<file path="config.mk">
export PLATFORM = sky130hd
export DESIGN_NAME = instr_decoder
export DESIGN_NICKNAME = d
export VERILOG_FILES = /design/src/logic/decoder_pkg.sv /design/src/logic/instr_decoder.sv /design/src/logic/phase_divider.sv
export SDC_FILE = /design/constraint.sdc
export NUM_CORES = 1
export LEC_CHECK = 0
export ABC_AREA = 1
export BUFFER_PORTS_ARGS = -buffer_cell sky130_fd_sc_hd__buf_2
export CORE_AREA = 10 10 107 109
export DETAILED_ROUTE_END_ITERATION = 8
export DIE_AREA = 0 0 117 119
export GPL_ROUTABILITY_DRIVEN = 0
export GPL_TIMING_DRIVEN = 0
export PLACE_DENSITY_LB_ADDON = 0.15
export SLEW_MARGIN = 5
export SYNTH_ARGS = -nofsm -noshare
export SYNTH_HDL_FRONTEND = slang
export SYNTH_SLANG_ARGS = --single-unit
</file>
<file path="constraint.sdc">
create_clock -name clk -period 5.2 [get_ports clk]
set_input_delay 1.04 -clock clk [delete_from_list [all_inputs] [get_ports clk]]
set_output_delay 1.04 -clock clk [all_outputs]
set_load 0.01 [all_outputs]
</file>
<file path="src/logic/decoder_pkg.sv">
package decoder_pkg;

	// Word and field widths
	localparam int INSTR_W     = 14;
	localparam int FILE_ADDR_W = 7;
	localparam int LIT_W       = 8;
	localparam int JUMP_W      = 11;

	// Field positions inside the instruction word
	localparam int TOP_HI   = 13;
	localparam int TOP_LO   = 12;
	localparam int FN_HI    = 11;
	localparam int FN_LO    = 8;
	localparam int DEST_BIT = 7;
	localparam int FILE_HI  = 6;
	localparam int BITOP_HI = 11;
	localparam int BITOP_LO = 10;
	localparam int BIDX_HI  = 9;
	localparam int BIDX_LO  = 7;
	localparam int JMP_SEL  = 11;
	localparam int LFN_HI   = 11;
	localparam int LFN_LO   = 8;
	localparam int LOW_HI   = 7;
	localparam int NOP_X_LO = 4;

	// Instruction classes in the top two bits
	localparam logic [1:0] TOP_BYTE = 2'h0;
	localparam logic [1:0] TOP_BIT  = 2'h1;
	localparam logic [1:0] TOP_JUMP = 2'h2;
	localparam logic [1:0] TOP_LIT  = 2'h3;

	// Byte-oriented function codes
	localparam logic [3:0] FN_MISC  = 4'h0;
	localparam logic [3:0] FN_CLEAR = 4'h1;
	localparam logic [3:0] FN_SUB   = 4'h2;
	localparam logic [3:0] FN_DEC   = 4'h3;
	localparam logic [3:0] FN_OR    = 4'h4;
	localparam logic [3:0] FN_AND   = 4'h5;
	localparam logic [3:0] FN_XOR   = 4'h6;
	localparam logic [3:0] FN_ADD   = 4'h7;
	localparam logic [3:0] FN_MOVE  = 4'h8;
	localparam logic [3:0] FN_COMP  = 4'h9;
	localparam logic [3:0] FN_INC   = 4'ha;
	localparam logic [3:0] FN_DECSK = 4'hb;
	localparam logic [3:0] FN_ROTR  = 4'hc;
	localparam logic [3:0] FN_ROTL  = 4'hd;
	localparam logic [3:0] FN_SWAP  = 4'he;
	localparam logic [3:0] FN_INCSK = 4'hf;

	// Bit-oriented operation codes
	localparam logic [1:0] BOP_CLEAR = 2'h0;
	localparam logic [1:0] BOP_SET   = 2'h1;
	localparam logic [1:0] BOP_TCLR  = 2'h2;
	localparam logic [1:0] BOP_TSET  = 2'h3;

	// Literal function codes (upper bits or the whole of the four-bit field)
	localparam logic [1:0] LIT_MOVE_HI = 2'h0;
	localparam logic [1:0] LIT_RET_HI  = 2'h1;
	localparam logic [3:0] LIT_OR      = 4'h8;
	localparam logic [3:0] LIT_AND     = 4'h9;
	localparam logic [3:0] LIT_XOR     = 4'ha;
	localparam logic [2:0] LIT_SUB_HI  = 3'h6;
	localparam logic [2:0] LIT_ADD_HI  = 3'h7;

	// Fixed low bytes of the control words
	localparam logic [7:0] LOW_RET_SUB  = 8'h08;
	localparam logic [7:0] LOW_RET_INT  = 8'h09;
	localparam logic [7:0] LOW_WDT_CLR  = 8'h64;
	localparam logic [7:0] LOW_STANDBY  = 8'h63;

	// Source values whose step result is zero
	localparam logic [7:0] DEC_ZERO_SRC = 8'h01;
	localparam logic [7:0] INC_ZERO_SRC = 8'hff;

	// Instruction cycle timing
	localparam int CLK_PERIOD_NS = 10;
	localparam int OSC_PER_INSTR = 4;

	typedef enum logic [5:0] {
		op_nop, op_move_w_to_f, op_clear, op_sub_f, op_dec_f, op_or_f, op_and_f,
		op_xor_f, op_add_f, op_move_f, op_comp_f, op_inc_f, op_dec_skip,
		op_rot_right, op_rot_left, op_swap_f, op_inc_skip, op_bit_clear,
		op_bit_set, op_test_clear, op_test_set, op_call, op_jump, op_move_lit,
		op_ret_lit, op_or_lit, op_and_lit, op_xor_lit, op_sub_lit, op_add_lit,
		op_ret_sub, op_ret_int, op_wdt_clear, op_standby
	} op_t;

	typedef enum {cycle_first, cycle_second} cycle_t;

	typedef struct packed {
		logic carry;
		logic digit_carry_flag;
		logic zero;
		logic timeout_flag;
		logic powerdown_flag;
	} flags_t;

	typedef struct packed {
		op_t                    op;
		logic [FILE_ADDR_W-1:0] file_addr;
		logic                   dest_file;
		logic [2:0]             bit_index;
		logic [LIT_W-1:0]       literal;
		logic [JUMP_W-1:0]      jump_addr;
		flags_t                 flags;
		logic                   uses_file;
		logic                   writes_file;
		logic                   writes_w;
		logic                   two_cycle;
		logic                   conditional;
	} decode_t;

	localparam decode_t DECODE_RESET = '0;

endpackage : decoder_pkg

</file>
<file path="src/logic/instr_decoder.sv">
module instr_decoder
	import decoder_pkg::*;
(
	input  wire logic                   clk,
	input  wire logic                   rst,
	input  wire logic [INSTR_W-1:0]     instr_word,
	input  wire logic [LIT_W-1:0]       file_data,
	input  wire logic [FILE_ADDR_W-1:0] first_io_port_addr,
	input  wire logic [FILE_ADDR_W-1:0] timer_zero_count_addr,
	input  wire logic                   prescaler_on_timer,
	output decode_t                     decoded,
	output logic [1:0]                  phase,
	output logic                        cycle_start,
	output logic                        second_cycle,
	output logic                        skip_next,
	output logic                        read_pins,
	output logic                        clear_prescaler
);

	decode_t    next_decode;
	cycle_t     cycle;
	logic [1:0] div_phase;
	logic       div_start;
	logic       div_finish;
	logic       dest;
	logic [3:0] fn;
	logic [7:0] low;
	logic       test_bit;
	logic       cond_true;

	// Instruction cycle of four oscillator periods
	phase_divider #(
		.PERIODS (OSC_PER_INSTR)
	) u_div (
		.clk    (clk),
		.rst    (rst),
		.phase  (div_phase),
		.start  (div_start),
		.finish (div_finish)
	);

	// Raw fields of the fetched word
	assign dest = instr_word[DEST_BIT];
	assign fn   = instr_word[FN_HI:FN_LO];
	assign low  = instr_word[LOW_HI:0];

	// Word to operation decode; table order follows the class bits
	always_comb begin
		next_decode           = DECODE_RESET;
		next_decode.file_addr = instr_word[FILE_HI:0];
		next_decode.bit_index = instr_word[BIDX_HI:BIDX_LO];
		next_decode.literal   = instr_word[LIT_W-1:0];
		next_decode.jump_addr = instr_word[JUMP_W-1:0];
		case (instr_word[TOP_HI:TOP_LO])
			TOP_BYTE: begin
				next_decode.uses_file   = 1'b1;
				next_decode.dest_file   = dest;
				next_decode.writes_file = dest;
				next_decode.writes_w    = ~dest;
				case (fn)
					FN_MISC: begin
						if (dest) begin
							next_decode.op       = op_move_w_to_f;
							next_decode.writes_w = 1'b0;
						end else begin
							next_decode.uses_file = 1'b0;
							next_decode.writes_w  = 1'b0;
							if (low == LOW_RET_SUB) begin
								next_decode.op        = op_ret_sub;
								next_decode.two_cycle = 1'b1;
							end else if (low == LOW_RET_INT) begin
								next_decode.op        = op_ret_int;
								next_decode.two_cycle = 1'b1;
							end else if (low == LOW_WDT_CLR) begin
								next_decode.op                   = op_wdt_clear;
								next_decode.flags.timeout_flag   = 1'b1;
								next_decode.flags.powerdown_flag = 1'b1;
							end else if (low == LOW_STANDBY) begin
								next_decode.op                   = op_standby;
								next_decode.flags.timeout_flag   = 1'b1;
								next_decode.flags.powerdown_flag = 1'b1;
							end else if (instr_word[NOP_X_LO-1:0] == 4'h0
								&& instr_word[NOP_X_LO] == 1'b0) begin
								// Bits 6 and 5 are left unexamined
								next_decode.op = op_nop;
							end else begin
								next_decode.op = op_nop;
							end
						end
					end
					FN_CLEAR: begin
						// Clear-working form ignores its low bits entirely
						next_decode.op         = op_clear;
						next_decode.flags.zero = 1'b1;
						next_decode.uses_file  = dest;
						if (!dest) begin
							next_decode.file_addr = '0;
						end
					end
					FN_SUB: begin
						next_decode.op = op_sub_f;
						next_decode.flags.carry            = 1'b1;
						next_decode.flags.digit_carry_flag = 1'b1;
						next_decode.flags.zero             = 1'b1;
					end
					FN_ADD: begin
						next_decode.op = op_add_f;
						next_decode.flags.carry            = 1'b1;
						next_decode.flags.digit_carry_flag = 1'b1;
						next_decode.flags.zero             = 1'b1;
					end
					FN_OR: begin
						next_decode.op         = op_or_f;
						next_decode.flags.zero = 1'b1;
					end
					FN_AND: begin
						next_decode.op         = op_and_f;
						next_decode.flags.zero = 1'b1;
					end
					FN_XOR: begin
						next_decode.op         = op_xor_f;
						next_decode.flags.zero = 1'b1;
					end
					FN_DEC: begin
						next_decode.op         = op_dec_f;
						next_decode.flags.zero = 1'b1;
					end
					FN_MOVE: begin
						next_decode.op         = op_move_f;
						next_decode.flags.zero = 1'b1;
					end
					FN_COMP: begin
						next_decode.op         = op_comp_f;
						next_decode.flags.zero = 1'b1;
					end
					FN_INC: begin
						next_decode.op         = op_inc_f;
						next_decode.flags.zero = 1'b1;
					end
					FN_DECSK: begin
						next_decode.op          = op_dec_skip;
						next_decode.conditional = 1'b1;
					end
					FN_INCSK: begin
						next_decode.op          = op_inc_skip;
						next_decode.conditional = 1'b1;
					end
					FN_ROTR: begin
						next_decode.op          = op_rot_right;
						next_decode.flags.carry = 1'b1;
					end
					FN_ROTL: begin
						next_decode.op          = op_rot_left;
						next_decode.flags.carry = 1'b1;
					end
					default: begin
						next_decode.op = op_swap_f;
					end
				endcase
			end
			TOP_BIT: begin
				next_decode.uses_file = 1'b1;
				next_decode.dest_file = 1'b1;
				case (instr_word[BITOP_HI:BITOP_LO])
					BOP_CLEAR: begin
						next_decode.op          = op_bit_clear;
						next_decode.writes_file = 1'b1;
					end
					BOP_SET: begin
						next_decode.op          = op_bit_set;
						next_decode.writes_file = 1'b1;
					end
					BOP_TCLR: begin
						next_decode.op          = op_test_clear;
						next_decode.conditional = 1'b1;
					end
					default: begin
						next_decode.op          = op_test_set;
						next_decode.conditional = 1'b1;
					end
				endcase
			end
			TOP_JUMP: begin
				next_decode.two_cycle = 1'b1;
				if (instr_word[JMP_SEL]) begin
					next_decode.op = op_jump;
				end else begin
					next_decode.op = op_call;
				end
			end
			default: begin
				next_decode.writes_w = 1'b1;
				if (instr_word[LFN_HI:LFN_HI-1] == LIT_MOVE_HI) begin
					next_decode.op = op_move_lit;
				end else if (instr_word[LFN_HI:LFN_HI-1] == LIT_RET_HI) begin
					next_decode.op        = op_ret_lit;
					next_decode.two_cycle = 1'b1;
				end else if (instr_word[LFN_HI:LFN_HI-2] == LIT_ADD_HI) begin
					next_decode.op = op_add_lit;
					next_decode.flags.carry            = 1'b1;
					next_decode.flags.digit_carry_flag = 1'b1;
					next_decode.flags.zero             = 1'b1;
				end else if (instr_word[LFN_HI:LFN_HI-2] == LIT_SUB_HI) begin
					next_decode.op = op_sub_lit;
					next_decode.flags.carry            = 1'b1;
					next_decode.flags.digit_carry_flag = 1'b1;
					next_decode.flags.zero             = 1'b1;
				end else if (instr_word[LFN_HI:LFN_LO] == LIT_XOR) begin
					next_decode.op         = op_xor_lit;
					next_decode.flags.zero = 1'b1;
				end else if (instr_word[LFN_HI:LFN_LO] == LIT_AND) begin
					next_decode.op         = op_and_lit;
					next_decode.flags.zero = 1'b1;
				end else if (instr_word[LFN_HI:LFN_LO] == LIT_OR) begin
					next_decode.op         = op_or_lit;
					next_decode.flags.zero = 1'b1;
				end else begin
					// Leftover literal code must not touch the working register
					next_decode.op       = op_nop;
					next_decode.writes_w = 1'b0;
				end
			end
		endcase
	end

	// Skip condition, judged on the operand read during this cycle
	assign test_bit = file_data[decoded.bit_index];
	always_comb begin
		cond_true = 1'b0;
		case (decoded.op)
			op_dec_skip: cond_true = (file_data == DEC_ZERO_SRC);
			op_inc_skip: cond_true = (file_data == INC_ZERO_SRC);
			op_test_clear: cond_true = ~test_bit;
			op_test_set: cond_true = test_bit;
			default: cond_true = 1'b0;
		endcase
	end

	// Decoded word latched at each cycle start; a second cycle shows idle
	always_ff @(posedge clk) begin
		if (rst) begin
			decoded <= DECODE_RESET;
		end else if (div_start) begin
			if (cycle == cycle_second) begin
				decoded <= DECODE_RESET;
			end else begin
				decoded <= next_decode;
			end
		end
	end

	// Cycle state: decided at the last phase, so the datapath has read the operand
	always_ff @(posedge clk) begin
		if (rst) begin
			cycle <= cycle_first;
		end else if (div_finish) begin
			if (cycle == cycle_first
				&& (decoded.two_cycle || (decoded.conditional && cond_true))) begin
				cycle <= cycle_second;
			end else begin
				cycle <= cycle_first;
			end
		end
	end

	// Skip pulse tells fetch to discard the prefetched word
	always_ff @(posedge clk) begin
		if (rst) begin
			skip_next <= 1'b0;
		end else begin
			skip_next <= div_finish && cycle == cycle_first
				&& decoded.conditional && cond_true;
		end
	end

	// Pin levels, not latch, feed a port that modifies itself
	always_ff @(posedge clk) begin
		if (rst) begin
			read_pins <= 1'b0;
		end else if (div_start) begin
			read_pins <= cycle == cycle_first && next_decode.uses_file
				&& next_decode.writes_file
				&& next_decode.file_addr == first_io_port_addr;
		end
	end

	// Prescaler clear pulses once, at the end of the writing cycle
	always_ff @(posedge clk) begin
		if (rst) begin
			clear_prescaler <= 1'b0;
		end else begin
			clear_prescaler <= div_finish && decoded.writes_file && prescaler_on_timer
				&& decoded.file_addr == timer_zero_count_addr;
		end
	end

	// Timing outputs copied from the divider and cycle state
	always_ff @(posedge clk) begin
		if (rst) begin
			phase        <= 2'h0;
			cycle_start  <= 1'b0;
			second_cycle <= 1'b0;
		end else begin
			phase        <= div_phase;
			cycle_start  <= div_start;
			second_cycle <= (cycle == cycle_second);
		end
	end

endmodule : instr_decoder

</file>
<file path="src/logic/phase_divider.sv">
// Counts oscillator periods into instruction-cycle phases
module phase_divider
	import decoder_pkg::*;
#(
	parameter int PERIODS = OSC_PER_INSTR
) (
	input  wire logic       clk,
	input  wire logic       rst,
	output logic      [1:0] phase,
	output logic            start,
	output logic            finish
);

	localparam logic [1:0] LAST = 2'(PERIODS - 1);

	// Phase counter wraps once per instruction cycle
	always_ff @(posedge clk) begin
		if (rst) begin
			phase <= 2'h0;
		end else if (phase == LAST) begin
			phase <= 2'h0;
		end else begin
			phase <= phase + 2'h1;
		end
	end

	// Enables are decoded one phase early, so they stay registered and line up with the phase they mark
	always_ff @(posedge clk) begin
		if (rst) begin
			start  <= 1'b0;
			finish <= 1'b0;
		end else begin
			start  <= (phase == LAST);
			finish <= (phase == LAST - 2'h1);
		end
	end

endmodule : phase_divider

</file>
# After elaboration in Yosys (flattened, before gate mapping)
# Cells that the tools add are included.
# totals
wordCells,148
in_bits,39
out_inout_bits,53
register_bits,89
# classes
muxes,60
addsub,1
eq_ne,35
n_reduce_logical,23
n_bitwise,2
order_cmp,1
# ops
op,n
case mux 6 bit (15 select lines),1
2-to-1 mux 6 bit,11
2-to-1 mux 46 bit,1
== test 32 x 2 -> 1 bit (second input constant),1
logical NOT 32 bit,1
== test 4 bit (second input constant),7
2-to-1 mux 7 bit,3
2-to-1 mux 2 bit,10
== test 6 x 5 -> 1 bit (second input constant),3
2-to-1 mux 1 bit,18
case mux 6 bit (3 select lines),1
== test 4 x 3 -> 1 bit (second input constant),4
== test 8 x 4 -> 1 bit (second input constant),2
== test 8 x 7 -> 1 bit (second input constant),2
== test 7 bit,2
2-to-1 mux 3 bit,4
logical AND 1 bit,11
OR reduction 10 bit,1
OR reduction 2 bit,5
case mux 3 bit (3 select lines),1
== test 2 bit (second input constant),4
== test 4 x 2 -> 1 bit (second input constant),2
== test 8 x 1 -> 1 bit (second input constant),1
== test 8 bit (second input constant),1
18 further kinds,25

# Longest topological paths before layout
# logic_depth
ltp_word,11
depth_mapped,13
depth_no_buf,12

# Cells and area by module
# A second synthesis with hierarchy kept.
# unflattened
hier_cells,429
area_unflattened_um2,2837.7
# modules_own_cells
module,seq_area_each_um2,instances,cells_per_inst,area_per_inst_um2
instr_decoder,840.8,1,414,2697.6
phase_divider,80.1,1,15,140.1

# Least setup slack after synthesis
# No wires, ideal clock.
# synth_path
kind,input-to-reg
start,in instr_word[11]
end,reg read_pins
setup_ns,0.067
t_required_ns,5.133
slack_ns,2.835
path_buffers,1
stages,12
t_arrival_ns,2.298
path_cell_list,inv_1 > ha_1 > inv_2 > nor2_2 > nand2_2 > buf_6 > nand2_2 > xor2_1 > nand2_1 > nor2_1 > nand2_1 > a21oi_2
# synth_via
elab_chain_len,6
elab_cells_between_ends,14
classes_between,eq/ne: 3; mux: 5; reduce/logical: 6
# synth_lines
item,line,rtl
start: declaration,instr_decoder.sv:6,"input wire logic [INSTR_W-1:0] instr_word,"
"== test 4 x 1 -> 1 bit, or another cell as far along",instr_decoder.sv:60,case (fn)
case mux 1 bit (2 select lines) / OR reduction 2 bit (equally long branches),n/a,
case mux 2 bit (2 select lines) / 2-to-1 mux 1 bit (equally long branches),"instr_decoder.sv:54, instr_decoder.sv:164",
logical AND 1 bit / case mux 2 bit (2 select lines) (equally long branches),"instr_decoder.sv:281, instr_decoder.sv:54",
logical AND 1 bit,instr_decoder.sv:282,&& next_decode.writes_file
logical AND 1 bit *,instr_decoder.sv:283,&& next_decode.file_addr == first_io_port_addr;
end signal: assignment,instr_decoder.sv:281,read_pins <= cycle == cycle_first && next_decode.uses_file
end: declaration,instr_decoder.sv:16,"output logic read_pins,"
# Mark *: on every way between the ends. The rest lies on a longest branch, timed or not.
# A chain may end at the register's enable or synchronous reset.

# Worst setup path after layout
# layout_path
start,in instr_word[10]
end,reg read_pins
# The elaborated chain is that of the path after synthesis.

==> PnR_summary.wiki <==
{| class="wikitable"
! Metric !! Value
|-
| Input/output buffers || 91
|-
| Maximum clock frequency || 0.3851 GHz
|-
| Gr ovfl total || 0
|-
| Initial antenna violation count || 0
|-
| TritonCTS clock tree || done
|-
| Initial Util || 29.17%
|-
| Part of the power in combinational logic || 18.8%
|-
| CTS Root Buffer Type || sky130_fd_sc_hd__clkbuf_8
|-
| Initial DRC count || between 200 and 250
|-
| Total DRC errors in the routed layout || 0
|-
| Worst voltage drop across the vdd grid || about 130 uV
|-
| Run status || finished, final reports clean
|-
| Maximum number of buffers from clock root to sink || 2
|-
| Tightest Pin Transition || roughly 0.55 ns
|-
| Top area cells in the synthesized netlist || sky130_fd_sc_hd__dfxtp_1 (33%), sky130_fd_sc_hd__nand2_1 (14%), sky130_fd_sc_hd__a21oi_1 (6.7%)
|-
| Class of the tightest hold or removal check || flip-flop to flip-flop
|-
| PD cells || 205.0 nW/um2
|-
| Site row count || 36
|-
| Kind of start point of the critical path || input pin
|-
| Diodes inserted || 0
|-
| Most common flop cell mapped by yosys || sky130_fd_sc_hd__dfxtp_1
|-
| Via density per instance || approximately 4.6
|-
| Number of I/O pins || 92
|-
| TritonCTS buffer count || 5
|-
| Skew-Pair Late Insertion Delay || a little under 0.3 ns
|-
| Wire length after detailed routing || 8767 um
|-
| Post-synthesis cell area || 2759 um2
|-
| Slowest library cell on the worst path || sky130_fd_sc_hd__ha_1
|-
| Data required time of the worst path || 5.42 ns
|-
| Number of placed cells counting well taps || 618
|-
| Leading cell types by count after synthesis || sky130_fd_sc_hd__nand2_1 (101), sky130_fd_sc_hd__dfxtp_1 (46), sky130_fd_sc_hd__inv_1 (46), sky130_fd_sc_hd__nor2_1 (38), sky130_fd_sc_hd__a21oi_1 (37)
|-
| Instance area at placement || 3357 um2
|-
| Avg WL per Cell || 14.03 um
|-
| Portion of the post-synthesis area used by sequential elements || 33.38%
|-
| Unrepaired setup endpoints after global routing || false
|-
| Setup violation total in the final timing report || 0
|-
| First-pass GRT wire length || 14,240 um
|-
| Design Power || 0.0007044 W
|-
| Number of unique standard cell types used by synthesis || 38
|-
| Ordered list of cells on the worst path || buf_2, inv_1, ha_1, inv_2, nor2_2, nand2_2, buf_6, nand2_2, xor2_1, nand2_1, nor2_1, nand2_1, a21oi_2
|-
| Number of sinks handled by clock tree synthesis || 46
|-
| Net load switching power || 0.0002028 W
|-
| Reported leakage power || about 1.7 nW
|-
| FFs w/ async S/R, synth || 0%
|-
| Resize count post-CTS || 0
|-
| Register cell area after layout || 920.9 um2
|-
| Worst slew margin relative to its limit || 63.61%
|-
| Max Cap Violations || 0
|-
| Buffers inserted by post-CTS timing repair || 0
|-
| Maximum number of pins on one net before global-route repair || 14
|-
| Post-layout instance area || around 3400 um2
|-
| Min Clock Period, post-route || 2.597 ns
|-
| Critical path endpoint category || flip-flop
|-
| Number of endpoints with negative hold slack in the final report || 0
|-
| Power share of the sequential group || between 50% and 60%
|-
| Worst path arrival time || 2.82 ns
|-
| Area used by multi-input combinational logic || ~1500 um2
|-
| Register bank with the most flops || decoded
|-
| Post-Route Utilization || roughly 36%
|-
| Filler Cells Inserted || 1,043
|-
| Layout Area Growth over Synthesis || 24.54%
|-
| Net Sw Frac || 28.78%
|-
| Cells after synthesis || 413
|-
| Stage delay of the slowest cell on the critical path || around 0.36 ns
|-
| Number of register bits inferred by synthesis || 46
|-
| Worst Clk Skew || 0.009393 ns
|-
| Clock-pin slew of the registers on the worst-case setup and hold paths || 0.08 ns
|-
| Setup_tns || 0 ns
|-
| Via count || about 2,900
|-
| Number of global-route vias before repair || 2,800
|-
| Critical path start-end classification || input pin to flip-flop
|-
| Vert. Die Dim || 119 um
|-
| Top flop regs || decoded: 34 flops, phase: 2 flops, u_div.phase: 2 flops
|-
| Cell Int Power || 0.0005017 W
|-
| Number of flip-flops under the largest register name || 34
|-
| Leading cell type by number of instances after synthesis || sky130_fd_sc_hd__nand2_1
|-
| Area of the placeable core || 9459 um2
|-
| DRT antenna net count || 0
|-
| Area share of the largest cell type after synthesis || about a third
|-
| Share of post-route cells with drive strength above 1 || between 20% and 30%
|-
| Count of hold buffers inserted by post-cts repair || 0
|-
| DR pass1 iterations || 5
|-
| Number of pins exceeding their max-slew limit in the final report || 0
|-
| Number of flops mapped to enable cells by yosys || 0
|-
| HPWL reported at the end of detailed placement || between 7000 and 8000 um
|-
| Total GRT Usage || between 10% and 20%
|-
| Final period utilization || 49.94%
|-
| Critical Path Fanout Max || 10
|-
| Width of the chip || 117 um
|-
| Avg Synthesized Cell Area || 6.680 um2
|-
| Finished Layout Cells || ~630
|-
| Die Area || roughly 14,000 um2
|-
| Syn Nets || between 400 and 500
|-
| Largest area contributor in the netlist || sky130_fd_sc_hd__dfxtp_1
|-
| Yosys warns || 0
|-
| # H-tree levels || 2
|-
| Post-layout net count || 562
|-
| Part of the power in the clock network || a little under 30%
|}
==> final cells by class <==
cell class                 instances  area share (%)
multi-input combinational        293           43.85
timing repair buffer              91           13.26
sequential                        46           26.80
inverter                          51           5.572
clock inverter                     2          0.2913
clock buffer                       5           2.003
buffer                            23           4.079
tap                              114           4.151
==> path summary, 6_finish.rpt <==
path,startpoint,endpoint,slack [ns],depth (start not counted)
hold reg to reg,u_div.phase[1],phase[1],0.45,2
hold / removal,u_div.phase[1],phase[1],0.45,2
setup / recovery,instr_word[10],read_pins,2.60,13
setup reg to reg,u_div.start,read_pins,3.44,10
==> power by group through the flow <==
stage          clock network, W  registers [W]   logic, W
2_1_floorplan                 0       0.000378  0.0000767
3_3_place_gp                  0       0.000377   0.000132
3_5_place_dp                  0       0.000377   0.000132
4_1_cts                0.000213       0.000369   0.000133
5_1_grt                0.000232       0.000370   0.000152
6_report               0.000204       0.000368   0.000132
==> per-stage QoR <==
step | worst slack [ns] | hold WS, ns
after global routing | 2.354 | 0.4948
after CTS | 2.591 | 0.4559
after floorplan | 2.835 | 0.4237
after global placement | 2.297 | 0.4473
final | 2.603 | 0.4541
after detailed placement | 2.300 | 0.4399
==> layer usage <==
layer / vias to the layer above / share of wire [%] / wire length, um / GRT usage, %
met1: 1271 / 47 / 4109 / 17.00
met4: 0 / 0.78 / 68 / 2.473
met3: 4 / 6.9 / 609 / 3.514
li1: 1521 / - / - / -
met5: - / 0 / 0 / 0
met2: 92 / 45 / 3980 / 19.70
==> critical path, delay by kind of cell <==
family,cells,cell delay (ns)
compound gates,1,0.12
xor+xnor,1,0.15
fa+ha+maj,1,0.36
buf+inv,4,0.57
simple gates,6,0.58
==> cell families after synthesis <==
kind of cell | after synthesis | share of synthesized area (%)
XOR/XNOR | 9 | 2.857
flip-flops | 46 | 33.38
adder cells (fa/ha/maj) | 12 | 5.442
AO/OA/AOI/OAI | 73 | 15.01
AND/OR/NAND/NOR | 199 | 31.29
buffers and inverters | 74 | 12.02
==> cells in the final DEF, fill, tap and decap left out, types with 3 or more instances in the layout <==
| cell type | n |
|---|---|
| sky130_fd_sc_hd__nand2_1 | 101 |
| sky130_fd_sc_hd__buf_2 | 92 |
| sky130_fd_sc_hd__inv_1 | 46 |
| sky130_fd_sc_hd__dfxtp_1 | 46 |
| sky130_fd_sc_hd__nor2_1 | 38 |
| sky130_fd_sc_hd__a21oi_1 | 37 |
| sky130_fd_sc_hd__nand3_1 | 30 |
| sky130_fd_sc_hd__o21ai_0 | 21 |
| sky130_fd_sc_hd__ha_1 | 12 |
| sky130_fd_sc_hd__buf_4 | 12 |
| sky130_fd_sc_hd__nor3_1 | 7 |
| sky130_fd_sc_hd__xor2_1 | 7 |
| sky130_fd_sc_hd__nand2_2 | 6 |
| sky130_fd_sc_hd__clkbuf_1 | 6 |
| sky130_fd_sc_hd__inv_2 | 5 |
| sky130_fd_sc_hd__nand4_1 | 5 |
| sky130_fd_sc_hd__clkbuf_8 | 5 |
| sky130_fd_sc_hd__o32ai_1 | 4 |
| sky130_fd_sc_hd__buf_1 | 3 |
| sky130_fd_sc_hd__nor2_2 | 3 |
(Power assumes the default switching activity.)
